[config.mk]
export PLATFORM = sky130hd
export DESIGN_NAME = cdo_audio_out
export DESIGN_NICKNAME = d
export VERILOG_FILES = /design/src/cdo_pkg.sv /design/src/cdo_audio_out.sv /design/src/cdo_fifo.sv
export SDC_FILE = /design/constraint.sdc
export NUM_CORES = 1
export LEC_CHECK = 0
export BUFFER_PORTS_ARGS = -buffer_cell sky130_fd_sc_hd__clkbuf_2
export CAP_MARGIN = 10
export CORE_ASPECT_RATIO = 1.75
export CORE_MARGIN = 2
export CORE_UTILIZATION = 65
export CTS_BUF_LIST = sky130_fd_sc_hd__clkbuf_4
export CTS_CLUSTER_DIAMETER = 40
export DETAILED_ROUTE_END_ITERATION = 16
export MAX_ROUTING_LAYER = met4
export PLACE_DENSITY = 0.82
export REMOVE_ABC_BUFFERS = 1
export SKIP_CTS_REPAIR_TIMING = 1
export SYNTH_ARGS = -nofsm -noshare
export SYNTH_HDL_FRONTEND = slang
export SYNTH_SLANG_ARGS = --single-unit
[constraint.sdc]
create_clock -name clk_sys -period 6.95 [get_ports clk_sys]
set_clock_uncertainty 0.2 [all_clocks]
set_input_delay 1.39 -clock clk_sys [delete_from_list [all_inputs] [get_ports clk_sys]]
set_output_delay 1.39 -clock clk_sys [all_outputs]
set_load 0.005 [all_outputs]
[src/cdo_pkg.sv]
// constants and types for the cd digital audio output serialiser
// assumes a single 100 MHz system clock and a 44.1 kHz sample stream
package cdo_pkg;
	localparam int         CDO_CLK_HZ           = 100_000_000;
	localparam int         CDO_FS_HZ            = 44_100;
	localparam int         CDO_HALVES_PER_FRAME = 128;
	// longest period rounds down so the line never runs slower than the source
	localparam int         CDO_TICK_DIV         = CDO_CLK_HZ / (CDO_FS_HZ * CDO_HALVES_PER_FRAME);
	localparam logic [4:0] CDO_TICK_LAST        = 5'(CDO_TICK_DIV - 1);
	localparam logic [5:0] CDO_HALF_LAST        = 6'h3f;
	localparam logic [5:0] CDO_PRE_HALVES       = 6'h08;
	localparam logic [7:0] CDO_FRAME_LAST       = 8'hbf;
	localparam logic [7:0] CDO_PRE_BLOCK        = 8'he8;
	localparam logic [7:0] CDO_PRE_LEFT         = 8'he2;
	localparam logic [7:0] CDO_PRE_RIGHT        = 8'he4;
	localparam int         CDO_PAYLOAD_W        = 28;
	localparam int         CDO_V_POS            = 24;
	localparam int         CDO_U_POS            = 25;
	localparam int         CDO_C_POS            = 26;
	localparam int         CDO_P_POS            = 27;
	localparam logic [7:0] CDO_AUX_ZERO         = 8'h00;
	localparam logic [15:0] CDO_MUTE_SAMPLE     = 16'h0000;
	localparam logic [7:0] CDO_CS_DATA          = 8'h01;
	localparam logic [7:0] CDO_CS_COPY          = 8'h02;
	localparam logic [7:0] CDO_CS_EMPH          = 8'h03;
	localparam logic [7:0] CDO_CS_CHAN          = 8'h05;
	localparam logic [7:0] CDO_CS_CATEGORY      = 8'h08;
	localparam int         CDO_FIFO_DEPTH       = 16;

	typedef struct packed {
		logic        left;
		logic        err;
		logic [15:0] data;
	} cdo_sample_type;

	localparam int CDO_SAMPLE_W = $bits(cdo_sample_type);

	typedef enum logic [1:0] {
		CDO_IDLE  = 2'b00,
		CDO_START = 2'b01,
		CDO_RUN   = 2'b11
	} cdo_state_type;
endpackage : cdo_pkg

[src/cdo_audio_out.sv]
// consumer digital audio serialiser: samples in, biphase-mark line out
// assumes sample, error pointer and subcode inputs come from logic on clk_sys
//
// Contract
// - one output carries two 16-bit channels
// - preamble marks block start and channel
// - validity high for erroneous or missing sample, else low
// - user bit carries subcode, one per subframe
// - channel status from upper subcode-q control bits
// - parity bit makes subframe parity even
// - select low means right, high left
// - error pointer flags sample as error data
`timescale 1ns/1ps
module cdo_audio_out
	import cdo_pkg::*;
(
	input  wire logic        clk_sys,
	input  wire logic        sys_rst,
	input  wire logic [15:0] sample_data,
	input  wire logic        left_right_select,
	input  wire logic        second_stage_error_pointer,
	input  wire logic        sample_valid,
	output logic             sample_ready,
	input  wire logic        subcode_bit,
	input  wire logic        subcode_valid,
	output logic             subcode_take,
	input  wire logic [3:0]  subq_control,
	output logic             audio_out
);
	cdo_state_type  state_reg, state_next;
	logic [4:0]     div_reg, div_next;
	logic [5:0]     half_reg, half_next;
	logic [7:0]     frame_reg, frame_next;
	logic           chan_reg, chan_next;
	logic [7:0]     pre_reg, pre_next;
	logic           pol_reg, pol_next;
	logic           line_reg, line_next;
	logic [CDO_PAYLOAD_W-1:0] data_reg, data_next;
	logic [3:0]     cs_ctrl_reg, cs_ctrl_next;

	cdo_sample_type fifo_in, fifo_head;
	logic           fifo_valid, fifo_pop;
	logic           tick, load, new_chan, new_left, take, cs_bit;
	logic [7:0]     new_frame, new_pre;
	logic [15:0]    smp;
	logic [CDO_PAYLOAD_W-2:0] body;

	// the select level tells which channel each sample belongs to
	assign fifo_in.left = left_right_select;
	assign fifo_in.err  = second_stage_error_pointer;
	assign fifo_in.data = sample_data;

	cdo_fifo #(
		.WIDTH (CDO_SAMPLE_W),
		.DEPTH (CDO_FIFO_DEPTH)
	) u_fifo (
		.clk_sys   (clk_sys),
		.sys_rst   (sys_rst),
		.in_data   (fifo_in),
		.in_valid  (sample_valid),
		.in_ready  (sample_ready),
		.out_data  (fifo_head),
		.out_valid (fifo_valid),
		.out_ready (fifo_pop)
	);

	function automatic logic status_bit(input logic [7:0] idx, input logic [3:0] ctrl);
		logic b;
		b = 1'b0;
		if (idx == CDO_CS_DATA) begin
			b = ctrl[2];
		end else if (idx == CDO_CS_COPY) begin
			b = ctrl[1];
		end else if (idx == CDO_CS_EMPH) begin
			b = ctrl[0];
		end else if (idx == CDO_CS_CHAN) begin
			b = ctrl[3];
		end else if (idx == CDO_CS_CATEGORY) begin
			b = 1'b1;
		end
		return b;
	endfunction : status_bit

	assign tick = (div_reg == CDO_TICK_LAST);
	assign load = (state_reg == CDO_START) ||
		((state_reg == CDO_RUN) && tick && (half_reg == CDO_HALF_LAST));

	// subframe about to start: left first, frame advances after right
	always_comb begin
		new_chan  = (state_reg == CDO_START) ? 1'b0 : ~chan_reg;
		new_left  = ~new_chan;
		new_frame = frame_reg;
		if (state_reg == CDO_START) begin
			new_frame = '0;
		end else if (chan_reg) begin
			new_frame = (frame_reg == CDO_FRAME_LAST) ? 8'h00 : frame_reg + 8'h01;
		end
		new_pre = CDO_PRE_RIGHT;
		if (new_left) begin
			new_pre = (new_frame == '0) ? CDO_PRE_BLOCK : CDO_PRE_LEFT;
		end
	end

	// a head of the wrong channel is left in place and the slot sent as invalid,
	// which realigns a stream that started on the right channel
	assign take     = fifo_valid && (fifo_head.left == new_left);
	assign fifo_pop = load && take;
	assign subcode_take = load && subcode_valid;

	always_comb begin
		cs_ctrl_next = cs_ctrl_reg;
		if (load && new_left && (new_frame == '0)) begin
			cs_ctrl_next = subq_control;
		end
		cs_bit = status_bit(new_frame, cs_ctrl_next);
		smp    = take ? fifo_head.data : CDO_MUTE_SAMPLE;
		body   = {cs_bit, (subcode_valid & subcode_bit), (take ? fifo_head.err : 1'b1),
			smp, CDO_AUX_ZERO};
	end

	always_comb begin
		state_next = state_reg;
		div_next   = tick ? '0 : div_reg + 5'h01;
		half_next  = half_reg;
		frame_next = frame_reg;
		chan_next  = chan_reg;
		pre_next   = pre_reg;
		pol_next   = pol_reg;
		line_next  = line_reg;
		data_next  = data_reg;
		case (state_reg)
			CDO_IDLE: begin
				div_next = '0;
				if (fifo_valid) begin
					state_next = CDO_START;
				end
			end
			CDO_START, CDO_RUN: begin
				if (state_reg == CDO_START) begin
					div_next = '0;
				end
				state_next = CDO_RUN;
				if (load) begin
					half_next  = '0;
					frame_next = new_frame;
					chan_next  = new_chan;
					pol_next   = line_reg;
					// preambles break the coding on purpose; polarity follows the line
					line_next  = new_pre[7] ^ line_reg;
					pre_next   = {new_pre[6:0], 1'b0};
					data_next  = {^body, body};
				end else if (tick) begin
					half_next = half_reg + 6'h01;
					if (half_next < CDO_PRE_HALVES) begin
						line_next = pre_reg[7] ^ pol_reg;
						pre_next  = {pre_reg[6:0], 1'b0};
					end else if (!half_next[0]) begin
						line_next = ~line_reg;
					end else begin
						line_next = line_reg ^ data_reg[0];
						data_next = {1'b0, data_reg[CDO_PAYLOAD_W-1:1]};
					end
				end
			end
			default: begin
				state_next = CDO_IDLE;
			end
		endcase
	end

	always_ff @(posedge clk_sys) begin
		if (sys_rst) begin
			state_reg   <= CDO_IDLE;
			div_reg     <= '0;
			half_reg    <= '0;
			frame_reg   <= '0;
			chan_reg    <= 1'b1;
			pre_reg     <= '0;
			pol_reg     <= 1'b0;
			line_reg    <= 1'b0;
			data_reg    <= '0;
			cs_ctrl_reg <= '0;
		end else begin
			state_reg   <= state_next;
			div_reg     <= div_next;
			half_reg    <= half_next;
			frame_reg   <= frame_next;
			chan_reg    <= chan_next;
			pre_reg     <= pre_next;
			pol_reg     <= pol_next;
			line_reg    <= line_next;
			data_reg    <= data_next;
			cs_ctrl_reg <= cs_ctrl_next;
		end
	end

	assign audio_out = line_reg;

	parity_even_a: assert property (@(posedge clk_sys) disable iff (sys_rst)
		load |=> (^data_reg == 1'b0))
		else $error("subframe parity not even");

	validity_err_a: assert property (@(posedge clk_sys) disable iff (sys_rst)
		fifo_pop |=> (data_reg[CDO_V_POS] == $past(fifo_head.err)))
		else $error("validity bit does not follow error pointer");

	empty_invalid_a: assert property (@(posedge clk_sys) disable iff (sys_rst)
		(load && !take) |=> data_reg[CDO_V_POS] && (data_reg[CDO_V_POS-1 -: 16] == CDO_MUTE_SAMPLE))
		else $error("missing sample not flagged invalid");

	user_bit_a: assert property (@(posedge clk_sys) disable iff (sys_rst)
		(load && subcode_valid) |=> (data_reg[CDO_U_POS] == $past(subcode_bit)))
		else $error("user bit does not carry subcode");

	status_copy_a: assert property (@(posedge clk_sys) disable iff (sys_rst)
		(load && new_frame == CDO_CS_COPY) |=> (data_reg[CDO_C_POS] == cs_ctrl_reg[1]))
		else $error("channel status copy bit wrong");

	chan_pop_a: assert property (@(posedge clk_sys) disable iff (sys_rst)
		fifo_pop |=> (chan_reg == !$past(fifo_head.left)) &&
			(data_reg[CDO_V_POS-1 -: 16] == $past(fifo_head.data)))
		else $error("sample popped into wrong channel slot");

	block_wrap_a: assert property (@(posedge clk_sys) disable iff (sys_rst)
		(load && state_reg == CDO_RUN && chan_reg && frame_reg == CDO_FRAME_LAST)
		|=> (frame_reg == 8'h00) && !chan_reg && (pre_reg == {CDO_PRE_BLOCK[6:0], 1'b0}))
		else $error("block does not restart after frame 191");

	chan_alt_a: assert property (@(posedge clk_sys) disable iff (sys_rst)
		(load && state_reg == CDO_RUN) |=> (chan_reg != $past(chan_reg)))
		else $error("subframes do not alternate channels");

	cell_edge_a: assert property (@(posedge clk_sys) disable iff (sys_rst)
		(state_reg == CDO_RUN && tick && half_reg[0] && half_reg >= (CDO_PRE_HALVES - 6'h01))
		|=> (line_reg != $past(line_reg)))
		else $error("no transition at bit cell boundary");
endmodule : cdo_audio_out

[src/cdo_fifo.sv]
// parameterised valid/ready fifo for the audio sample path
// assumes both sides run on clk_sys
`timescale 1ns/1ps
module cdo_fifo #(
	parameter int WIDTH = 18,
	parameter int DEPTH = 16
) (
	input  wire logic             clk_sys,
	input  wire logic             sys_rst,
	input  wire logic [WIDTH-1:0] in_data,
	input  wire logic             in_valid,
	output logic                  in_ready,
	output logic      [WIDTH-1:0] out_data,
	output logic                  out_valid,
	input  wire logic             out_ready
);
	localparam int AW = $clog2(DEPTH);
	localparam logic [AW:0] FULL_COUNT = (AW+1)'(DEPTH);
	localparam logic [AW:0] ONE_COUNT  = (AW+1)'(1);
	localparam logic [AW-1:0] ONE_PTR  = AW'(1);

	logic [WIDTH-1:0] mem [DEPTH];
	logic [AW-1:0]    wr_ptr_reg, wr_ptr_next, rd_ptr_reg, rd_ptr_next;
	logic [AW:0]      count_reg, count_next;
	logic             push, pop;

	assign in_ready  = (count_reg != FULL_COUNT);
	assign out_valid = (count_reg != '0);
	assign out_data  = mem[rd_ptr_reg];
	assign push      = in_valid && in_ready;
	assign pop       = out_valid && out_ready;

	always_comb begin
		wr_ptr_next = push ? wr_ptr_reg + ONE_PTR : wr_ptr_reg;
		rd_ptr_next = pop ? rd_ptr_reg + ONE_PTR : rd_ptr_reg;
		count_next  = count_reg;
		if (push && !pop) begin
			count_next = count_reg + ONE_COUNT;
		end else if (pop && !push) begin
			count_next = count_reg - ONE_COUNT;
		end
	end

	always_ff @(posedge clk_sys) begin
		if (sys_rst) begin
			wr_ptr_reg <= '0;
			rd_ptr_reg <= '0;
			count_reg  <= '0;
		end else begin
			wr_ptr_reg <= wr_ptr_next;
			rd_ptr_reg <= rd_ptr_next;
			count_reg  <= count_next;
		end
	end

	always_ff @(posedge clk_sys) begin
		if (push) begin
			mem[wr_ptr_reg] <= in_data;
		end
	end
endmodule : cdo_fifo

==> flow_summary.ini <==
[grt]
grt_pass1_wl_mm = 48.6
antenna_found_initial = 1
grt_overflow = 0
grt_max_degree = 66
grt_use_total_pct = 27.5
grt_pass1_vias = 9121

[cts]
clockBufferDepth = 3
clk_pin_slew_ps = 70
cts.sinks = 367
clk_latency_ps = 730
cts_tree = built
root_buffer = clkbuf_4
h-tree-depth = 3
cts_buffers = 80

[pwr]
switching_share_pct = 27.8
power.leakage_nw = 5.41
power_density_mw_per_mm2 = 321
irDropWorstVdd_uv = 142
p_int_mw = 3.84
total_power_mw = 5.31
pwr-share-seq_pct = 49.4
pwr-share-comb_pct = 21.0
power_switching_mw = 1.48
clkPwrFrac_pct = 29.6

[worst_setup_path]
critPathMaxFanout = 27
cpMaxStageDelayCell = or2_2
cp-startpoint = half_reg[0]
crit_arrival_ps = 3110
worstPathRequired_ps = 5360
critical_path.cell_chain = ha_1 > nand4_1 > nor3_2 > or2_2 > and2_1 > clkbuf_2
cp-end-kind = output port
reg2reg_depth = 14
critical_path_class = reg -> out
max_stage_delay_ps = 590
start_kind = flop

[yosys]
synthTopCellsByCount = edfxtp_1 (288), nand2_1 (101), dfxtp_1 (79)
seq_area_frac_synth_pct = 67.7
synth_top_area_share_pct = 57.2
syn-cell-area_mm2 = 0.0151
synth_edf_count = 288
avgSynthCellArea_um2 = 15.5
ys_warn_count = 0
synth.most_common_cell = edfxtp_1
yosysTopAreaCell = edfxtp_1
ys_types = 61
synthCells = 973
ys_dominant_reg_cell = edfxtp_1
async_reset_ff_share_pct = 0
synthTopCellsByArea = edfxtp_1 (57%), dfxtp_1 (10%), mux4_2 (8.5%)
ys_ff_latch = 367

[sta]
maxSlewHeadroom_pct = 35.6
hold_viol_final = 0
period_share_pct = 67.6
fmax_mhz = 213
slew_violations = 0
tightest_slew_ps = 965
rsz0062_at_grt = no
finalSetupViolations = 0
tns_ps = 0
period_needed_ps = 4700

[floorplan]
initial_utilization_pct = 66.5
rows = 73
die_y_um = 206
die-area_mm2 = 0.0245
core_mm2 = 0.0227
ios = 30
die-width_um = 119

[place]
gp_congestion = 0.827
placed_area_mm2 = 0.0156
dp_hpwl_mm = 18.3
numPortBuffers = 29

[routing]
route.layer.met1.wl_mm = 11.1
top_layer = met4
drc = 0
num_vias = 8864
post_drt_wl_per_cell_um = 22.2
dr_wl_met2_mm = 16.8
drt_iter0_markers = 757
met3_length_mm = 1.86
drt_wl_total_mm = 31.4
drtAntennaViolNets = 0
drt-pass1-iter-count = 5
vias_per_cell = 6.27

[worst_hold_path]
whs_path_depth = 2
min_path_type = reg -> reg
min_from = data_reg[5]

[job]
maxCapViolations = 0

[finish]
fin_nets = 1095
largest_reg_flops = 288
area_delta_synth_final_pct = 9.47
layout-drive-gt1-share_pct = 23.9
fin_area_mm2 = 0.0166

[run_status]
status = finished, final reports clean
==> critical path, delay by kind of cell (launching register included) <==
| kind | cells | cell delay, ps |
|---|---|---|
| simple gates | 4 | 1560 |
| flops | 1 | 410 |
| fa+ha+maj | 1 | 300 |
| buf+inv | 1 | 100 |
==> stage by stage <==
stage | hold WS [ps] | setup slack [ps] | utilization [%] | std cells
final | 258 | 2250 | 72.8 | 1413
after global routing | 278 | 2090 | 72.8 | 1412
after CTS | 254 | 2210 | 72.8 | 1411
after detailed placement | 245 | 2680 | 68.4 | 1272
after global placement | 238 | 2790 | 68.4 | 1272
after floorplan | 227 | 301 | - | 920
==> power groups by stage <==
stage / Sequential [mW] / Clock [mW] / Combinational, mW
finish: 2.62 / 1.57 / 1.12
detailed placement: 2.68 / 0 / 1.11
global placement: 2.67 / 0 / 1.09
global route: 2.65 / 1.72 / 1.22
CTS: 2.63 / 1.61 / 1.12
floorplan: 2.66 / 0 / 0.849
==> worst paths after layout <==
kind | endpoint | slack (ps)
hold / removal | data_reg[4] | 260
hold reg to reg | data_reg[4] | 260
setup / recovery | subcode_take | 2250
setup reg to reg | u_fifo.count_reg[4] | 2670
==> metal layers <==
layer | track usage [%] | vias up
li1 | - | 3951
met1 | 29.9 | 4436
met2 | 46.8 | 364
met3 | 4.85 | 113
met4 | 17.3 | 0
met5 | - | -
==> area by class of cell <==
| type | instances | area [um^2] |
|---|---|---|
| antenna | 2 | 5.00 |
| clock buffer | 115 | 863 |
| clock inverter | 24 | 119 |
| fill | 1379 | 6190 |
| inverter | 13 | 48.8 |
| multi-input combinational | 540 | 4590 |
| sequential | 367 | 10200 |
| tap | 300 | 375 |
| timing repair buffer | 52 | 318 |
==> logic make-up (layout without fill, tap and decap cells) <==
kind of cell | count (synthesis) | count (layout) | share of synthesized area, %
XOR/XNOR | 40 | 40 | 2.51
AO/OA/AOI/OAI | 133 | 133 | 5.48
multiplexers | 92 | 92 | 12.7
adder cells (fa/ha/maj) | 14 | 14 | 1.21
AND/OR/NAND/NOR | 261 | 261 | 7.97
flip-flops | 367 | 367 | 67.7
buffers and inverters | 66 | 204 | 2.43
other | 0 | 2 | 0
==> cell usage in the layout (no fill, tap or decap), drive strengths merged, types with 8 or more instances in the layout <==
master,instances
nand2,102
a22oi,22
edfxtp,288
xnor2,21
nand4,8
clkinv,20
buf,23
mux2i,17
ha,13
clkbuf,144
mux4,75
inv,16
dfxtp,79
o21ai,14
a21oi,68
nor3,17
nand3,10
nor2,76
xor2,18
a211oi,8
Note: power is estimated with default switching activity, not from simulation.
